### src/include/pio_cfg.svh
// Port addresses, field positions, reset values and state codes of the port block
// Overview of operation
// - Decode port addresses from 00H, one per port
// - Target port comes from instruction address, or from L for the indirect bit forms
// - Status ports read, command ports control internals
// - Input pins sampled in second-cycle sample state
// - Sampled inputs pass unfiltered; software debounces
// - Outputs update in second-cycle drive state
// - Output latches hold data until next write
// - Two 4-bit latched bidirectional ports, 04, 05
// - 2-bit latched port at 08, shared pins
// - Inverted sense input readable at status 0E
// - Write-only hold mode command at 10
// - Write-only interval timer command at 19
// - Write-only first counter command at 1C
// - Write-only second counter command at 1D
// - Port latches reset to one; one means input
// - Sense bit inverted in LSB; upper bits read zero
`ifndef PIO_CFG_SVH
`define PIO_CFG_SVH

`define PIO_ADDR_W        5
`define PIO_ADDR_WIDE_A   5'h04
`define PIO_ADDR_WIDE_B   5'h05
`define PIO_ADDR_NARROW   5'h08
`define PIO_ADDR_SENSE    5'h0e
`define PIO_ADDR_HOLD     5'h10
`define PIO_ADDR_ITMR     5'h19
`define PIO_ADDR_CNT1     5'h1c
`define PIO_ADDR_CNT2     5'h1d

`define PIO_CMD_IDX_HOLD  2'h0
`define PIO_CMD_IDX_ITMR  2'h1
`define PIO_CMD_IDX_CNT1  2'h2
`define PIO_CMD_IDX_CNT2  2'h3
`define PIO_CMD_RESET     4'h0

`define PIO_WIDE_RESET    4'hf
`define PIO_NARROW_RESET  2'h3
`define PIO_UNDEF_READ    4'h0

`define PIO_ST_SAMPLE     2'h2
`define PIO_ST_DRIVE      2'h3

`define PIO_LREG_PORT_A   2'h0
`define PIO_LREG_PORT_B   2'h1

`endif

### src/include/pio_pkg.sv
// Types shared by the port block
`default_nettype none
package pio_pkg;
  typedef enum logic [3:0] {
    PIO_OP_NONE  = 4'h0,
    PIO_OP_IN    = 4'h1,
    PIO_OP_OUT   = 4'h2,
    PIO_OP_OUTK  = 4'h3,
    PIO_OP_OUTB  = 4'h4,
    PIO_OP_SETP  = 4'h5,
    PIO_OP_CLRP  = 4'h6,
    PIO_OP_TESTP = 4'h7,
    PIO_OP_SETL  = 4'h8,
    PIO_OP_CLRL  = 4'h9,
    PIO_OP_TESTL = 4'ha
  } pio_op_t;
endpackage
`default_nettype wire

### src/core/pio_port_decoder.sv
// Port address decoder with latched I/O ports, sense input and command ports
`default_nettype none
`include "pio_cfg.svh"
module pio_port_decoder (
  input  wire logic                   clk_i,
  input  wire logic                   rstn_i,
  // Instruction sequencer side
  input  wire logic                   io_req_i,
  input  wire pio_pkg::pio_op_t       op_i,
  input  wire logic [4:0]             port_addr_i,
  input  wire logic [3:0]             wdata_i,
  input  wire logic [1:0]             bit_sel_i,
  input  wire logic [3:0]             lreg_i,
  input  wire logic                   cyc2_i,
  input  wire logic [1:0]             state_i,
  output logic      [3:0]             rdata_o,
  output logic                        test_o,
  output logic                        rvalid_o,
  output logic                        illegal_o,
  // Pins
  input  wire logic [3:0]             wide_port_a_i,
  output logic      [3:0]             wide_port_a_o,
  output logic      [3:0]             wide_port_a_oe_o,
  input  wire logic [3:0]             wide_port_b_i,
  output logic      [3:0]             wide_port_b_o,
  output logic      [3:0]             wide_port_b_oe_o,
  input  wire logic [1:0]             narrow_shared_port_i,
  output logic      [1:0]             narrow_shared_port_o,
  output logic      [1:0]             narrow_shared_port_oe_o,
  input  wire logic                   sense_input_port_i,
  // Command registers toward internal circuits
  output logic      [3:0]             hold_mode_command_o,
  output logic      [3:0]             interval_timer_command_o,
  output logic      [3:0]             counter_one_command_o,
  output logic      [3:0]             counter_two_command_o
);
  import pio_pkg::*;

  typedef struct packed {
    logic [3:0] lat_a;
    logic [3:0] lat_b;
    logic [1:0] lat_n;
    logic [3:0] rdata;
    logic       test;
    logic       rvalid;
    logic       illegal;
    logic       cyc2_q;
    logic [1:0] state_q;
    logic       cmd_we;
    logic [1:0] cmd_idx;
    logic [3:0] cmd_wd;
  } pio_state_t;

  pio_state_t s_r;
  pio_state_t s_nxt;
  logic [15:0] cmd_q;
  logic        s3_hit;
  logic        s4_hit;
  logic        legal;

  ////////////////////////////////////////////////////////////////////////
  // Decode helpers

  // Which instruction form each port address accepts
  function automatic logic form_ok(input pio_op_t op, input logic [4:0] a);
    logic lat;
    logic cmd;
    lat = (a == `PIO_ADDR_WIDE_A) || (a == `PIO_ADDR_WIDE_B) ||
          (a == `PIO_ADDR_NARROW);
    cmd = (a == `PIO_ADDR_HOLD) || (a == `PIO_ADDR_ITMR) ||
          (a == `PIO_ADDR_CNT1) || (a == `PIO_ADDR_CNT2);
    case (op)
      PIO_OP_IN:    form_ok = lat || (a == `PIO_ADDR_SENSE);
      PIO_OP_OUT:   form_ok = lat || cmd;
      PIO_OP_OUTK:  form_ok = lat;
      PIO_OP_SETP:  form_ok = lat;
      PIO_OP_CLRP:  form_ok = lat;
      PIO_OP_TESTP: form_ok = lat;
      PIO_OP_SETL:  form_ok = (lreg_i[3:2] == `PIO_LREG_PORT_A) ||
                              (lreg_i[3:2] == `PIO_LREG_PORT_B);
      PIO_OP_CLRL:  form_ok = (lreg_i[3:2] == `PIO_LREG_PORT_A) ||
                              (lreg_i[3:2] == `PIO_LREG_PORT_B);
      PIO_OP_TESTL: form_ok = (lreg_i[3:2] == `PIO_LREG_PORT_A) ||
                              (lreg_i[3:2] == `PIO_LREG_PORT_B);
      default:      form_ok = 1'b0;
    endcase
  endfunction

  // Pin value of an input address, sense inverted; no capture latch, no filter
  function automatic logic [3:0] pin_read(input logic [4:0] a);
    case (a)
      `PIO_ADDR_WIDE_A: pin_read = wide_port_a_i;
      `PIO_ADDR_WIDE_B: pin_read = wide_port_b_i;
      `PIO_ADDR_NARROW: pin_read = {2'h0, narrow_shared_port_i};
      `PIO_ADDR_SENSE:  pin_read = {3'h0, ~sense_input_port_i};
      default:          pin_read = `PIO_UNDEF_READ;
    endcase
  endfunction

  // Map indirect L value to port address; the bit comes from L[1:0]
  function automatic logic [4:0] lreg_addr(input logic [3:0] l);
    lreg_addr = (l[3:2] == `PIO_LREG_PORT_A) ? `PIO_ADDR_WIDE_A : `PIO_ADDR_WIDE_B;
  endfunction

  // One latch bit set or cleared, others kept
  function automatic logic [3:0] bit_upd(input logic [3:0] v, input logic [1:0] b,
                                         input logic val);
    logic [3:0] r;
    r = v;
    r[b] = val;
    bit_upd = r;
  endfunction

  ////////////////////////////////////////////////////////////////////////
  // State strobes: act on first clock of each state only

  assign legal  = form_ok(op_i, port_addr_i);
  assign s3_hit = io_req_i && cyc2_i && (state_i == `PIO_ST_SAMPLE) &&
                  !(s_r.cyc2_q && (s_r.state_q == `PIO_ST_SAMPLE));
  assign s4_hit = io_req_i && cyc2_i && (state_i == `PIO_ST_DRIVE) &&
                  !(s_r.cyc2_q && (s_r.state_q == `PIO_ST_DRIVE));

  ////////////////////////////////////////////////////////////////////////
  // Next state

  always_comb begin
    logic [4:0] la;
    logic [3:0] cur;
    la = lreg_addr(lreg_i);
    cur = '0;
    s_nxt = s_r;
    s_nxt.cyc2_q  = cyc2_i;
    s_nxt.state_q = state_i;
    s_nxt.rvalid  = 1'b0;
    s_nxt.illegal = 1'b0;
    s_nxt.cmd_we  = 1'b0;
    // Reads: sampled in the sample state, forms checked here
    if (s3_hit) begin
      if (!legal) begin
        s_nxt.illegal = 1'b1;
      end else begin
        case (op_i)
          PIO_OP_IN: begin
            s_nxt.rdata  = pin_read(port_addr_i);
            s_nxt.rvalid = 1'b1;
          end
          PIO_OP_TESTP: begin
            cur = pin_read(port_addr_i);
            s_nxt.test   = cur[bit_sel_i];
            s_nxt.rvalid = 1'b1;
          end
          PIO_OP_TESTL: begin
            cur = pin_read(la);
            s_nxt.test   = cur[lreg_i[1:0]];
            s_nxt.rvalid = 1'b1;
          end
          default: begin
            s_nxt.rvalid = 1'b0;
          end
        endcase
      end
    end
    // Writes: latches change only in the drive state
    if (s4_hit && legal) begin
      case (op_i)
        PIO_OP_OUT, PIO_OP_OUTK: begin
          case (port_addr_i)
            `PIO_ADDR_WIDE_A: s_nxt.lat_a = wdata_i;
            `PIO_ADDR_WIDE_B: s_nxt.lat_b = wdata_i;
            `PIO_ADDR_NARROW: s_nxt.lat_n = wdata_i[1:0];
            `PIO_ADDR_HOLD: begin
              s_nxt.cmd_we  = 1'b1;
              s_nxt.cmd_idx = `PIO_CMD_IDX_HOLD;
            end
            `PIO_ADDR_ITMR: begin
              s_nxt.cmd_we  = 1'b1;
              s_nxt.cmd_idx = `PIO_CMD_IDX_ITMR;
            end
            `PIO_ADDR_CNT1: begin
              s_nxt.cmd_we  = 1'b1;
              s_nxt.cmd_idx = `PIO_CMD_IDX_CNT1;
            end
            `PIO_ADDR_CNT2: begin
              s_nxt.cmd_we  = 1'b1;
              s_nxt.cmd_idx = `PIO_CMD_IDX_CNT2;
            end
            default: begin
              s_nxt.cmd_we = 1'b0;
            end
          endcase
          s_nxt.cmd_wd = wdata_i;
        end
        PIO_OP_SETP, PIO_OP_CLRP: begin
          case (port_addr_i)
            `PIO_ADDR_WIDE_A: s_nxt.lat_a = bit_upd(s_r.lat_a, bit_sel_i, op_i == PIO_OP_SETP);
            `PIO_ADDR_WIDE_B: s_nxt.lat_b = bit_upd(s_r.lat_b, bit_sel_i, op_i == PIO_OP_SETP);
            default: begin
              cur = bit_upd({2'h0, s_r.lat_n}, bit_sel_i, op_i == PIO_OP_SETP);
              // Bits above the two pins have no latch here
              if (!bit_sel_i[1]) begin
                s_nxt.lat_n = cur[1:0];
              end
            end
          endcase
        end
        PIO_OP_SETL, PIO_OP_CLRL: begin
          if (la == `PIO_ADDR_WIDE_A) begin
            s_nxt.lat_a = bit_upd(s_r.lat_a, lreg_i[1:0], op_i == PIO_OP_SETL);
          end else begin
            s_nxt.lat_b = bit_upd(s_r.lat_b, lreg_i[1:0], op_i == PIO_OP_SETL);
          end
        end
        default: begin
          s_nxt.cmd_we = 1'b0;
        end
      endcase
    end
  end

  // Latches reset to one so every pin starts as an input
  always_ff @(posedge clk_i or negedge rstn_i) begin
    if (!rstn_i) begin
      s_r         <= '0;
      s_r.lat_a   <= `PIO_WIDE_RESET;
      s_r.lat_b   <= `PIO_WIDE_RESET;
      s_r.lat_n   <= `PIO_NARROW_RESET;
    end else begin
      s_r <= s_nxt;
    end
  end

  ////////////////////////////////////////////////////////////////////////
  // Command registers

  pio_cmd_regs #(
    .WORDS (4),
    .WIDTH (4)
  ) i_pio_cmd_regs (
    .clk_i     (clk_i),
    .rstn_i    (rstn_i),
    .wr_en_i   (s_r.cmd_we),
    .wr_idx_i  (s_r.cmd_idx),
    .wr_data_i (s_r.cmd_wd),
    .q_o       (cmd_q)
  );

  assign hold_mode_command_o      = cmd_q[3:0];
  assign interval_timer_command_o = cmd_q[7:4];
  assign counter_one_command_o    = cmd_q[11:8];
  assign counter_two_command_o    = cmd_q[15:12];

  ////////////////////////////////////////////////////////////////////////
  // Outputs; a latch at one releases the pin so it can be read

  assign rdata_o                 = s_r.rdata;
  assign test_o                  = s_r.test;
  assign rvalid_o                = s_r.rvalid;
  assign illegal_o               = s_r.illegal;
  assign wide_port_a_o           = s_r.lat_a;
  assign wide_port_a_oe_o        = ~s_r.lat_a;
  assign wide_port_b_o           = s_r.lat_b;
  assign wide_port_b_oe_o        = ~s_r.lat_b;
  assign narrow_shared_port_o    = s_r.lat_n;
  // Pin shared with interrupt and counter input only works while latch is one
  assign narrow_shared_port_oe_o = ~s_r.lat_n;

  ////////////////////////////////////////////////////////////////////////
  // Assertions

  AST_LATCH_HOLD: assert property (@(posedge clk_i) disable iff (!rstn_i)
    !s4_hit |=> $stable(wide_port_a_o) && $stable(wide_port_b_o) && $stable(narrow_shared_port_o))
    else $error("Port latch changed outside drive state");

  AST_OUT_A: assert property (@(posedge clk_i) disable iff (!rstn_i)
    s4_hit && op_i == PIO_OP_OUT && port_addr_i == `PIO_ADDR_WIDE_A |=> wide_port_a_o == $past(wdata_i))
    else $error("Wide port A not written in drive state");

  AST_IN_SAMPLE: assert property (@(posedge clk_i) disable iff (!rstn_i)
    s3_hit && op_i == PIO_OP_IN && port_addr_i == `PIO_ADDR_WIDE_B
    |=> rvalid_o && rdata_o == $past(wide_port_b_i))
    else $error("Input not sampled in sample state");

  AST_SENSE_INV: assert property (@(posedge clk_i) disable iff (!rstn_i)
    s3_hit && op_i == PIO_OP_IN && port_addr_i == `PIO_ADDR_SENSE
    |=> rdata_o[0] == !$past(sense_input_port_i))
    else $error("Sense bit not inverted");

  AST_NO_CMD_READ: assert property (@(posedge clk_i) disable iff (!rstn_i)
    s3_hit && op_i == PIO_OP_IN && port_addr_i == `PIO_ADDR_HOLD |=> illegal_o && !rvalid_o)
    else $error("Command port was readable");

  AST_HOLD_CMD: assert property (@(posedge clk_i) disable iff (!rstn_i)
    s4_hit && op_i == PIO_OP_OUT && port_addr_i == `PIO_ADDR_HOLD
    |-> ##2 hold_mode_command_o == $past(wdata_i, 2))
    else $error("Hold command not stored");

  AST_CNT2_CMD: assert property (@(posedge clk_i) disable iff (!rstn_i)
    s4_hit && op_i == PIO_OP_OUTK && port_addr_i == `PIO_ADDR_CNT2
    |-> ##2 $stable(counter_two_command_o))
    else $error("Immediate form reached counter command");

  AST_L_RANGE: assert property (@(posedge clk_i) disable iff (!rstn_i)
    s4_hit && op_i == PIO_OP_CLRL && lreg_i[3] |=> $stable(wide_port_a_o) && $stable(wide_port_b_o))
    else $error("Indirect bit op outside ports 04 and 05");

  AST_NARROW_OUT: assert property (@(posedge clk_i) disable iff (!rstn_i)
    s4_hit && op_i == PIO_OP_OUT && port_addr_i == `PIO_ADDR_NARROW
    |=> narrow_shared_port_o == $past(wdata_i[1:0]))
    else $error("Narrow port not written");

  AST_RVALID_PULSE: assert property (@(posedge clk_i) disable iff (!rstn_i)
    rvalid_o |-> $past(s3_hit) ##1 !rvalid_o)
    else $error("Read result not a single pulse after sample");

  AST_OUT_B: assert property (@(posedge clk_i) disable iff (!rstn_i)
    s4_hit && op_i == PIO_OP_OUTK && port_addr_i == `PIO_ADDR_WIDE_B
    |=> wide_port_b_o == $past(wdata_i))
    else $error("Wide port B not written by immediate form");

  AST_SENSE_UPPER: assert property (@(posedge clk_i) disable iff (!rstn_i)
    s3_hit && op_i == PIO_OP_IN && port_addr_i == `PIO_ADDR_SENSE
    |=> rdata_o[3:1] == 3'h0)
    else $error("Sense status upper bits not zero");

  AST_ILLEGAL_PULSE: assert property (@(posedge clk_i) disable iff (!rstn_i)
    illegal_o |=> !illegal_o)
    else $error("Refusal flag longer than one cycle");

  // Command outputs lag the drive edge by two clocks
  AST_ITMR_CMD: assert property (@(posedge clk_i) disable iff (!rstn_i)
    s4_hit && op_i == PIO_OP_OUT && port_addr_i == `PIO_ADDR_ITMR
    |-> ##2 interval_timer_command_o == $past(wdata_i, 2))
    else $error("Interval timer command not stored");

  AST_CNT1_CMD: assert property (@(posedge clk_i) disable iff (!rstn_i)
    s4_hit && op_i == PIO_OP_OUT && port_addr_i == `PIO_ADDR_CNT1
    |-> ##2 counter_one_command_o == $past(wdata_i, 2))
    else $error("First counter command not stored");

  AST_REFUSED_NO_CMD: assert property (@(posedge clk_i) disable iff (!rstn_i)
    s4_hit && !legal |-> ##2 $stable(hold_mode_command_o) && $stable(interval_timer_command_o)
    && $stable(counter_one_command_o) && $stable(counter_two_command_o))
    else $error("Refused form changed a command register");

endmodule // pio_port_decoder
`default_nettype wire

### src/core/pio_cmd_regs.sv
// Write-only command register file feeding internal circuits
`default_nettype none
`include "pio_cfg.svh"
module pio_cmd_regs #(
  parameter int WORDS = 4,
  parameter int WIDTH = 4
) (
  input  wire logic                     clk_i,
  input  wire logic                     rstn_i,
  input  wire logic                     wr_en_i,
  input  wire logic [1:0]               wr_idx_i,
  input  wire logic [WIDTH-1:0]         wr_data_i,
  output logic      [WORDS*WIDTH-1:0]   q_o
);
  typedef struct packed {
    logic [WORDS-1:0][WIDTH-1:0] mem;
  } pio_cmd_state_t;

  pio_cmd_state_t s_r;
  pio_cmd_state_t s_nxt;

  always_comb begin
    s_nxt = s_r;
    if (wr_en_i) begin
      s_nxt.mem[wr_idx_i] = wr_data_i;
    end
  end

  // Command registers clear at reset
  always_ff @(posedge clk_i or negedge rstn_i) begin
    if (!rstn_i) begin
      s_r <= '0;
    end else begin
      s_r <= s_nxt;
    end
  end

  assign q_o = s_r.mem;
endmodule // pio_cmd_regs
`default_nettype wire

### config.mk
export PLATFORM = sky130hd
export DESIGN_NAME = pio_port_decoder
export DESIGN_NICKNAME = d
export VERILOG_FILES = /design/src/include/pio_pkg.sv /design/src/core/pio_port_decoder.sv /design/src/core/pio_cmd_regs.sv
export VERILOG_INCLUDE_DIRS = /design/src /design/src/include
export SDC_FILE = /design/constraint.sdc
export NUM_CORES = 1
export LEC_CHECK = 0
export ABC_AREA = 1
export BUFFER_PORTS_ARGS = -buffer_cell sky130_fd_sc_hd__buf_2
export CAP_MARGIN = 10
export CELL_PAD_IN_SITES_DETAIL_PLACEMENT = 1
export CELL_PAD_IN_SITES_GLOBAL_PLACEMENT = 1
export CORE_MARGIN = 2
export CORE_UTILIZATION = 33
export DETAILED_ROUTE_END_ITERATION = 8
export HOLD_SLACK_MARGIN = 0.05
export PLACE_DENSITY = 0.85
export SLEW_MARGIN = 15
export SYNTH_ARGS = -nofsm -noshare
export SYNTH_HDL_FRONTEND = slang
export SYNTH_SLANG_ARGS = --single-unit
### constraint.sdc
create_clock -name clk_i -period 1.2 [get_ports clk_i]
set_input_delay 0.12 -clock clk_i [delete_from_list [all_inputs] [get_ports clk_i]]
set_output_delay 0.12 -clock clk_i [all_outputs]
set_load 0.02 [all_outputs]
* Word level (Yosys, flattened, before mapping) *
Index checks and enable logic that the tools add are counted.

word-level totals
  bits in registers = 43
  output and inout port bits = 43

cells by class
  $lt $le $gt $ge = 6
  eq/ne operators = 35
  muxes and demuxes = 47
  bitwise operators = 4
  reduce and logical (&&, ||, !) cells = 41

operator list
  operator              count
  $mux W4               13
  $pmux W4 S4           2
  $pmux W8 S3           1
  $bwmux W4             5
  $eq A5 B5 Y1 const B  4
  $ne A2 B2 Y1 const B  9
  $bwmux W16            1
  $reduce_and A5 Y1     3
  $eq A4 B3 Y1 const B  3
  $eq A4 B4 Y1 const B  3
  $logic_and A1 B1 Y1   11
  $eq A5 B3 Y1 const B  2
  $eq A5 B4 Y1 const B  2
  $mux W1               10
  $lt A2 B3 Y1 const B  3
  $reduce_and A3 Y1     3
  $demux W4 S2          1
  $eq A2 B2 Y1 const B  4
  $eq A3 B4 Y1 const B  2
  $eq A4 B2 Y1 const B  2
  $logic_or A1 B1 Y1    8
  $mux W2               4
  $not A4 Y4            2
  $pmux W2 S4           1
  22 further kinds      34

* Longest topological paths before layout *
Gate-level depths: netlist of the first run.

  word-level depth = 11
  mapped depth = 12

* Hierarchy *
From an unflattened synthesis of the first run, not the netlist that was laid out.

second synthesis, totals
  cells, all modules = 376
  area, all modules = 2743.9 um^2

by module, submodules not included
  module            times used  cells each  area an instance (um^2)  sequential area each (um^2)
  pio_port_decoder  1           301         2055.7                   688.2
  pio_cmd_regs      1           75          688.2                    400.4

* Least setup slack after synthesis of the first run *
Ideal clock, no wire load.

  path kind = input-to-reg
  from = input port op_i[3]
  to = register s_r[0] (netlist name)
  setup time = 120 ps
  data arrival time = 1086 ps
  setup slack = -7 ps
  stages on the path = 12
  cell sequence = inv_2 > nand2_1 > nor2_1 > nand2_1 > nand2_1 > nand3_2 > nand2_2 > nand2_4 > nand2_4 > nor2_8 > nand2_2 > o21ai_2

between the ends
  word-level cells in the longest chain between the ends = 5

RTL lines
  item                                                                   RTL line                 text
  from (decl)                                                            pio_port_decoder.sv:9    input wire pio_pkg::pio_op_t op_i,
  $eq A4 B3 Y1 (tied with other cells)                                   pio_port_decoder.sv:72   case (op)
  $reduce_or A4 Y1 (no line) / $reduce_or A3 Y1 (equally long branches)  --
  $pmux W1 S4                                                            pio_port_decoder.sv:72
  $logic_and A1 B1 Y1                                                    pio_port_decoder.sv:164  if (s4_hit && legal) begin
  $reduce_and A2 Y1 (no line) *                                          --
  to (signal assigned)                                                   pio_port_decoder.sv:228  s_r <= s_nxt;
  to (decl)                                                              pio_port_decoder.sv:54   pio_state_t s_r;

Every way passes the cells marked *; elsewhere a longest branch is shown, timed or not.
A chain may end at the register's enable or synchronous reset.

* Final worst setup path of the first run *
  from = register s_r[9] (netlist name)
  to = register s_r (netlist bit wide_port_a_o[2])

between the ends
  word-level cells in the longest chain between the ends = 5

RTL lines
  item                         RTL line                 text
  $logic_and A1 B1 Y1          pio_port_decoder.sv:121  !(s_r.cyc2_q && (s_r.state_q == `PIO_ST_DRIVE));
  $logic_not A1 Y1             pio_port_decoder.sv:121
  $logic_and A1 B1 Y1          pio_port_decoder.sv:120  assign s4_hit = io_req_i && cyc2_i && (state_i == `PIO_ST_DRIVE) &&
  $logic_and A1 B1 Y1          pio_port_decoder.sv:164
  $reduce_and A5 Y1 (no line)  --

Every way passes these cells.

==> qor.yml, run 1 <==
outcome:
  status: "complete, but fails checks"
  violations: "negative setup slack"
clock_tree:
  htreeDepth: 2
  cts_sinks: 43
  clk_pin_slew_ns: 0.10
  clock-root-buffer: "clkbuf_8"
  cts_tree: "yes"
  cts_max_path_buffers: 2
  clkLatencyLatePin_ns: 0.30
  numCtsBuffers: 5
final_layout:
  regArea_mm2: 0.00109
  mostFrequentLayoutCells: "nand2_1, buf_2, buf_4"
  drive_above_1_share_pct: 42.6
  fin_area_mm2: 0.00386
  fillerInstances: 986
  multi_input_area_mm2: 0.00142
  final_cells: 602
  finalNetCount: 535
  diodes: 0
  layout_commonest_cell: "nand2_1"
  final_util_pct: 50.0
  synthToLayoutAreaGrowth_pct: 46.3
routing:
  vias_per_cell: 4.93
  route.detailed.drc: 0
  via_count: 2968
  drtAntennaViolNets: 0
  routed_wl_um: 9170
  wl_per_cell_um: 15.2
  first_pass_iters: 4
  drt_iter0_markers: 97
min_path:
  hold_class: "primary input to register"
  worstHoldStart: "wdata_i[2]"
  worstHoldPathCells: 3
worst_setup_path:
  criticalPathCategory: "register to register"
  cp-startpoint: "s_r[9]$_DFF_PN0_"
  worst_setup_path_end_kind: "register"
  timing.rr.start: "s_r[9]$_DFF_PN0_"
  crit_fanout: 8
  r2r_cells: 7
  startpoint_type: "register"
  arrival_ns: 1.55
  crit_required_ns: 1.44
floorplanning:
  io_pins: 79
  num_rows: 32
  die_w_um: 93.5
  start_util_pct: 34.2
  dieHeight_um: 93.5
  dieArea_mm2: 0.00874
  core_area_mm2: 0.00773
timing:
  skew_ns: 0.00919
  setup_viol: 16
  slew_headroom_pct: 74.2
  setup_tns_ns: -1.11
  finalCriticalPeriod_ns: 1.31
  timing.fmax_ghz: 0.762
  rsz0062_at_grt: "yes"
  hold_slack_ns: 0.0503
  worstMarginPinSlew_ns: 0.385
  drv_slew: 0
  hold_viol: 0
  setup_ws_ns: -0.112
  post-route-period-util_pct: 109
synth:
  synth-seq-cells: 43
  synthesis.area_mm2: 0.00264
  synth_warnings: 0
  synth_flop_cell: "dfrtp_1"
  ys_seq_area_share_pct: 41.2
  ys_types: 26
  synthArstFlopShare_pct: 100
  syn-instance-count: 366
  synth.avg_cell_area_um2: 7.22
  syn_nets: 402
  synth_edf_count: 0
power:
  design_power_total_mw: 3.25
  vdd_ir_drop_max_mv: 0.453
  leakagePower_nw: 2.06
  p_per_area_mw_per_mm2: 840
global_route:
  grt_pass1_vias: 3131
  grt-ovfl-total: 0
  grt_usage_pct: 20.8
  antenna_found_initial: 0
  grt_pass1_wl_um: 14500
  grt_max_degree: 25
flow_run:
  maxCapViolCount: 0
place:
  dp_slack_ns: -0.395
  dpl.cell_count: 574
  placedInstanceArea_mm2: 0.00342
  place_hpwl_um: 6840
  gp_congestion: 0.875
  io_buffers: 78
## worst paths after layout
kind	to	slack (ns)
setup reg to reg	wide_port_a_o[2]$_DFFE_PN1P_	-0.11
hold / removal	s_r[2]$_DFFE_PN0P_	0.05
setup / recovery	wide_port_a_o[2]$_DFFE_PN1P_	-0.11
max in group asynchronous	wide_port_b_o[3]$_DFFE_PN1P_	0.45
min in group asynchronous	s_r[7]$_DFF_PN0_	0.22
hold reg to reg	test_o$_DFFE_PN0P_	0.49
## state kept, by name, indices dropped and copies added, names as in the netlist
| register | flops |
|---|---|
| test_o | 1 |
| rdata_o | 4 |
| wide_port_b_o | 4 |
| wide_port_a_o | 4 |
| s_r | 10 |
| narrow_shared_port_o | 2 |
| rvalid_o | 1 |
| illegal_o | 1 |
| i_pio_cmd_regs.q_o | 16 |
## cell families after synthesis
group                  share of synthesized area (%)
AND/OR/NAND/NOR                                 32.5
AO/OA/AOI/OAI                                   14.8
buffers and inverters                           11.5
flip-flops                                      41.2
## Yosys cell counts (all sizes together), types with 3 or more instances
library cell	count	area [µm²]
dfstp	10	263
dfrtp	33	826
nand2	112	453
a211oi	3	22.5
a21oi	15	78.8
buf	14	105
o21ai	44	235
nor2	40	188
o221ai	4	35.0
nand4	9	56.3
nand3	23	140
inv	53	199
## what timing repair did
item / CTS / global route
cloned: 1 / 0
pin swaps: 5 / 14
resized for setup: 24 / 32
setup endpoints to repair: 28 / 37
setup buffers: 5 / 8
endpoints found under the hold margin: 38 / 0
hold buffers: 6 / 0
## layout make-up
class / count / area share (%)
multi-input combinational: 257 / 36.6
tap: 102 / 3.30
clock inverter: 3 / 0.615
timing repair buffer: 139 / 24.1
inverter: 53 / 5.41
clock buffer: 5 / 1.78
sequential: 43 / 28.2
## routing by layer
layer | vias to the layer above | part of all wire, % | track usage (%) | wire, µm
met5 | - | 0 | 0 | 0
met4 | 0 | 1.7 | 5.02 | 156
met3 | 14 | 5.1 | 3.30 | 466
met2 | 92 | 51 | 36.9 | 4680
met1 | 1427 | 42 | 26.3 | 3860
li1 | 1435 | - | - | -
## report_power, final
| part | internal (mW) | switching, mW |
|---|---|---|
| clock | 0.417 | 0.567 |
| sequential | 1.50 | 0.0249 |
| combinational | 0.308 | 0.432 |
| total | 2.22 | 1.02 |
## critical path, cell delays in order (launching register included)
cell     delay [ns]
dfrtp_1        0.40
nand3_1        0.07
nand4_1        0.14
inv_2          0.20
nand2_8        0.11
nor2_8         0.20
nand2_1        0.07
o21ai_1        0.08
Power figures use the tool's default switching activity.
==> run 2: changes to the inputs <==
SETUP_SLACK_MARGIN = 0.2   (was default)
==> run 2 against run 1 <==
The run still ends with negative setup slack left. Non-clock buffer count increased by 31. Total power increased by 13%. Clock power increased by 24%. Clock-buffer cell count unchanged. Global-route usage increased by 4.5 points. Sequential power about the same. Worst hold slack improved by 0.045 ns. Via count increased by 12%. Flip-flop and latch count unchanged. Final cell count increased by 5.1%. Routed wire length increased by 39%.
==> qor.yml, run 2 (synthesis gave the netlist of run 1 again) <==
place:
  place_hpwl_um: 7280  # +6.5%
  dpl.cell_count: 578  # +0.70%
  gp_congestion: 0.896  # +2.3%
  io_buffers: 78  # unchanged
outcome:
  status: "complete, but fails checks"
  violations: "negative setup slack"
floorplanning:
  core_area_mm2: 0.00773  # unchanged
  start_util_pct: 34.2  # unchanged
  die_w_um: 93.5  # unchanged
  dieArea_mm2: 0.00874  # unchanged
  dieHeight_um: 93.5  # unchanged
  num_rows: 32  # unchanged
  io_pins: 79  # unchanged
clock_tree:
  cts_max_path_buffers: 2  # unchanged
  cts_tree: "yes"
  clk_pin_slew_ns: 0.10  # about the same
  clkLatencyLatePin_ns: 0.31  # about the same
  numCtsBuffers: 5  # unchanged
  clock-root-buffer: "clkbuf_8"
  htreeDepth: 2  # unchanged
  cts_sinks: 43  # unchanged
worst_setup_path:
  crit_required_ns: 1.45  # about the same
  cpMostUsedCell: "nand2_1"
  startpoint_type: "primary input"
  criticalPathCategory: "primary input to register"
  max_stage_delay_ns: 0.36  # -0.04 ns
  r2r_slack_ns: -0.19  # -0.08 ns
  arrival_ns: 1.73  # +0.18 ns
  timing.rr.start: "s_r[9]$_DFF_PN0_"
  r2r-end: "wide_port_a_o[1]$_DFFE_PN1P_"
  slowest_stage: "nor2_1"
  worst_setup_path_end_kind: "register"
  crit_fanout: 6  # -2
  crit_chain: "clkbuf_4 -> clkinv_4 -> nand2_1 -> nand3_2 -> nand2_1 -> o21ai_0 -> nor2_1 -> nand4_1 -> nand2_1 -> nand2_1"
  r2r_cells: 7  # unchanged
timing:
  drv_slew: 0  # unchanged
  rsz0062_at_grt: "yes"
  hold_slack_ns: 0.0954  # +0.0451 ns
  slew_headroom_pct: 66.2  # -8.0 points
  worstMarginPinSlew_ns: 0.508  # +0.123 ns
  finalCriticalPeriod_ns: 1.47  # +0.163 ns
  post-route-period-util_pct: 123  # +14 points
  hold_viol: 0  # unchanged
  setup_viol: 22  # +6
  setup_ws_ns: -0.275  # -0.163 ns
  timing.fmax_ghz: 0.678  # -11%
  skew_ns: 0.00666  # -0.00253 ns
final_layout:
  mostFrequentLayoutCells: "buf_4, nand2_1, buf_2"
  final_util_pct: 59.0  # +9.0 points
  diodes: 0  # unchanged
  drive_above_1_share_pct: 53.7  # +11 points
  layout_commonest_cell: "buf_4"
  synthToLayoutAreaGrowth_pct: 72.4
  final_cells: 633  # +5.1%
  largest_reg_flops: 16  # unchanged
  finalNetCount: 566  # +5.8%
min_path:
  hold_class: "primary input to register"
  worstHoldStart: "wdata_i[3]"
  hold_end: "s_r[3]$_DFFE_PN0P_"
  worstHoldPathCells: 3  # unchanged
power:
  leakagePower_nw: 2.30  # +12%
  p_per_area_mw_per_mm2: 807  # -3.9%
  vdd_ir_drop_max_mv: 0.401  # -12%
global_route:
  grt_pass1_vias: 3429  # +9.5%
  antenna_found_initial: 0  # unchanged
  grt_pass1_wl_um: 17100  # +18%
  grt_max_degree: 21  # -16%
  grt_usage_pct: 25.2  # +4.5 points
  grt-ovfl-total: 0  # unchanged
routing:
  drt_iter0_markers: 171  # +76%
  vias_per_cell: 5.26  # +6.7%
  drtAntennaViolNets: 0  # unchanged
  via_count: 3329  # +12%
  wl_per_cell_um: 20.2  # +32%
  first_pass_iters: 4  # unchanged
  route.detailed.drc: 0  # unchanged
  routed_wl_um: 12800  # +39%
flow_run:
  maxCapViolCount: 0  # unchanged
## run 2: where the power goes
| group | switching, mW | total, mW | leakage (nW) | internal (mW) |
|---|---|---|---|---|
| logic | 0.530 | 0.926 | 1.71 | 0.396 |
| clock network | 0.601 | 1.22 | 0.0581 | 0.622 |
| registers | 0.0338 | 1.53 | 0.533 | 1.50 |
## run 2: worst max-delay path: cells and delay by family
kind	cells	cell delay [ns]
buf+inv	2	0.26
compound gates	1	0.23
simple gates	7	1.11
## run 2: how the worst max path moves through the flow
stage                      from                             endpoint  slack, ns
2_1_floorplan    port_addr_i[4]                   s_r[0]$_DFFE_PN0P_       0.02
3_3_place_gp     port_addr_i[3]                   test_o$_DFFE_PN0P_      -0.34
3_5_place_dp            op_i[2]  narrow_shared_port_o[0]$_DFFE_PN1P_      -0.39
4_1_cts        s_r[9]$_DFF_PN0_         wide_port_a_o[1]$_DFFE_PN1P_      -0.11
5_1_grt                 op_i[1]  narrow_shared_port_o[1]$_DFFE_PN1P_      -0.36
6_report                op_i[1]  narrow_shared_port_o[1]$_DFFE_PN1P_      -0.27
## run 2: per-stage QoR
step | total power, mW | area, µm² | TNS [ns] | setup slack [ns]
after global routing | 3.81 | 4560 | -4.64 | -0.356
after CTS | 3.53 | 4140 | -1.20 | -0.111
after global placement | 2.19 | 3540 | -5.97 | -0.343
after floorplan | 1.88 | 2760 | 0 | 0.0213
final | 3.68 | 4560 | -2.84 | -0.275
after detailed placement | 2.21 | 3540 | -7.74 | -0.394
## run 2: final cells by class
class	count	area, µm²
repair buffers	170	1380
fillers	956	3170
clock inverters	3	43.8
clock buffers	5	68.8
multi-input cells	257	1590
flip-flops and latches	43	1090
well taps	102	128
inverters	53	250
## run 2: metal layers
metal  vias to the layer above  wire length (µm)  global-route usage (%)
met5                         -                 0                       0
met4                         0               508                    11.2
met3                        39               627                    4.11
met2                       146              6630                    45.6
met1                      1642              5000                    29.2
li1                       1502                 -                       -
## run 2: repair_timing
item,in CTS,in global routing
hold buffers,7,0
endpoints found under the setup margin,59,72
cloned,1,0
resized for setup,91,84
hold endpoints to repair,13,0
pin swaps,6,23
setup buffers,18,21
==> run 3: changes to the inputs <==
ABC_CLOCK_PERIOD_IN_PS = 1200   (was default)
CELL_PAD_IN_SITES_GLOBAL_PLACEMENT = 2   (was 1)
CORE_UTILIZATION = 26   (was 33)
CTS_BUF_LIST = sky130_fd_sc_hd__clkbuf_8   (was default)
PLACE_DENSITY = 0.86   (was 0.85)
==> run 3 against run 2 <==
The run still ends with negative setup slack left. First-iteration DRC count decreased by 42%. Clock skew increased by 0.0023 ns. Clock power decreased by 21%. Largest cell class unchanged. Highest routed layer unchanged.
==> qor.yml, run 3 (synthesis gave the netlist of run 1 again) <==
place:
  gp_congestion: 0.822  # -8.2%
  place_hpwl_um: 7390  # +1.4%
  io_buffers: 78  # unchanged
  dp_slack_ns: -0.408  # -0.0144 ns
flow_run:
  maxCapViolCount: 0  # unchanged
final_layout:
  synthToLayoutAreaGrowth_pct: 64.1
  mostFrequentLayoutCells: "nand2_1, buf_4, buf_2"
  finalNetCount: 553  # -2.3%
  drive_above_1_share_pct: 50.2  # -3.5 points
  diodes: 0  # unchanged
  fillerInstances: 1243  # +30%
  layout_commonest_cell: "nand2_1"
  largest_reg_flops: 16  # unchanged
clock_tree:
  numCtsBuffers: 5  # unchanged
  clkLatencyLatePin_ns: 0.30  # about the same
  htreeDepth: 2  # unchanged
  cts_tree: "yes"
  clk_pin_slew_ns: 0.09  # about the same
  clock-root-buffer: "clkbuf_8"
  cts_sinks: 43  # unchanged
  cts_max_path_buffers: 2  # unchanged
worst_setup_path:
  worst_setup_path_end_kind: "register"
  crit_required_ns: 1.43  # -0.02 ns
  arrival_ns: 1.54  # -0.19 ns
  crit_fanout: 8  # +2
  criticalPathCategory: "register to register"
  startpoint_type: "register"
floorplanning:
  io_pins: 79  # unchanged
  die_w_um: 105  # +12%
  dieHeight_um: 105  # +12%
  num_rows: 36  # +13%
  core_area_mm2: 0.00982  # +27%
  dieArea_mm2: 0.0110  # +26%
  start_util_pct: 26.9  # -7.3 points
outcome:
  violations: "negative setup slack"
  status: "complete, but fails checks"
timing:
  setup_ws_ns: -0.110  # +0.165 ns
  drv_slew: 0  # unchanged
  skew_ns: 0.00894  # +0.00228 ns
  worstMarginPinSlew_ns: 0.400  # -0.107 ns
  setup_viol: 16  # -27%
  slew_headroom_pct: 73.3  # +7.2 points
  hold_slack_ns: 0.0548  # -0.0406 ns
  setup_tns_ns: -1.13  # +1.71 ns
  rsz0062_at_grt: "yes"
  hold_viol: 0  # unchanged
  timing.fmax_ghz: 0.763  # +13%
  finalCriticalPeriod_ns: 1.31  # -0.164 ns
  post-route-period-util_pct: 109  # -14 points
routing:
  first_pass_iters: 4  # unchanged
  drt_iter0_markers: 100  # -42%
  via_count: 2981  # -10%
  drtAntennaViolNets: 0  # unchanged
  routed_wl_um: 9370  # -27%
  wl_per_cell_um: 14.4  # -29%
  route.detailed.drc: 0  # unchanged
  vias_per_cell: 4.58  # -13%
global_route:
  antenna_found_initial: 0  # unchanged
  grt-ovfl-total: 0  # unchanged
  grt_max_degree: 28  # +33%
  grt_pass1_vias: 3101  # -9.6%
  grt_usage_pct: 17.1  # -8.1 points
  grt_pass1_wl_um: 15200  # -11%
power:
  vdd_ir_drop_max_mv: 0.411  # +2.6%
  design_power_total_mw: 3.33  # -9.5%
  p_per_area_mw_per_mm2: 768  # -4.9%
  leakagePower_nw: 2.21  # -3.8%
min_path:
  hold_class: "primary input to register"
-- run 3: per-stage QoR --
step,util [%],instance area [µm²],std cells
after global routing,44.2,4340,651
final,44.2,4340,651
after global placement,36.7,3600,612
after detailed placement,36.7,3600,612
after floorplan,-,2760,366
after CTS,41.6,4080,639
-- run 3: final cells by class --
| type | count | area, µm² | area share [%] |
|---|---|---|---|
| multi-input combinational | 256 | 1490 | 34.3 |
| timing repair buffer | 158 | 1250 | 28.8 |
| sequential | 43 | 1090 | 25.2 |
| inverter | 53 | 248 | 5.71 |
| tap | 133 | 166 | 3.84 |
| clock buffer | 5 | 68.8 | 1.59 |
| clock inverter | 3 | 23.8 | 0.548 |
-- run 3: worst max-delay path, stage by stage, from the launching register on --
cell     delay, ns
dfrtp_1       0.38
nand3_1       0.09
nand4_1       0.15
inv_2         0.18
buf_4         0.14
nand3_4       0.13
o21ai_1       0.17
-- run 3: path summary, 6_finish.rpt --
| kind | end | startpoint | cells after the start | slack, ns |
|---|---|---|---|---|
| setup / recovery | wide_port_b_o[2]$_DFFE_PN1P_ | s_r[9]$_DFF_PN0_ | 6 | -0.11 |
| hold reg to reg | test_o$_DFFE_PN0P_ | test_o$_DFFE_PN0P_ | 2 | 0.48 |
| hold / removal | s_r[0]$_DFFE_PN0P_ | wdata_i[0] | 3 | 0.05 |
| max in group asynchronous | narrow_shared_port_o[1]$_DFFE_PN1P_ | rstn_i | 3 | 0.37 |
| setup reg to reg | wide_port_b_o[2]$_DFFE_PN1P_ | s_r[9]$_DFF_PN0_ | 6 | -0.11 |
| min in group asynchronous | i_pio_cmd_regs.q_o[1]$_DFFE_PN0P_ | rstn_i | 2 | 0.28 |
-- run 3: power by group --
group | leakage (nW) | internal, mW | switching [mW]
clock network | 0.0408 | 0.417 | 0.542
registers | 0.533 | 1.50 | 0.0296
logic | 1.64 | 0.388 | 0.456
total | 2.21 | 2.30 | 1.03
-- run 3: metal layers --
layer	up-vias	GRT usage, %	part of all wire (%)
met5	-	0	0
met4	0	2.67	0.74
met2	63	31.7	53
met1	1437	21.1	43
li1	1475	-	-
met3	6	2.74	3.1
-- run 3: what timing repair did --
action / CTS / global route
hold buffers: 5 / 0
pin swaps: 14 / 15
resized for setup: 78 / 48
endpoints found under the setup margin: 56 / 70
buffers inserted: 14 / 12
endpoints found under the hold margin: 20 / 0
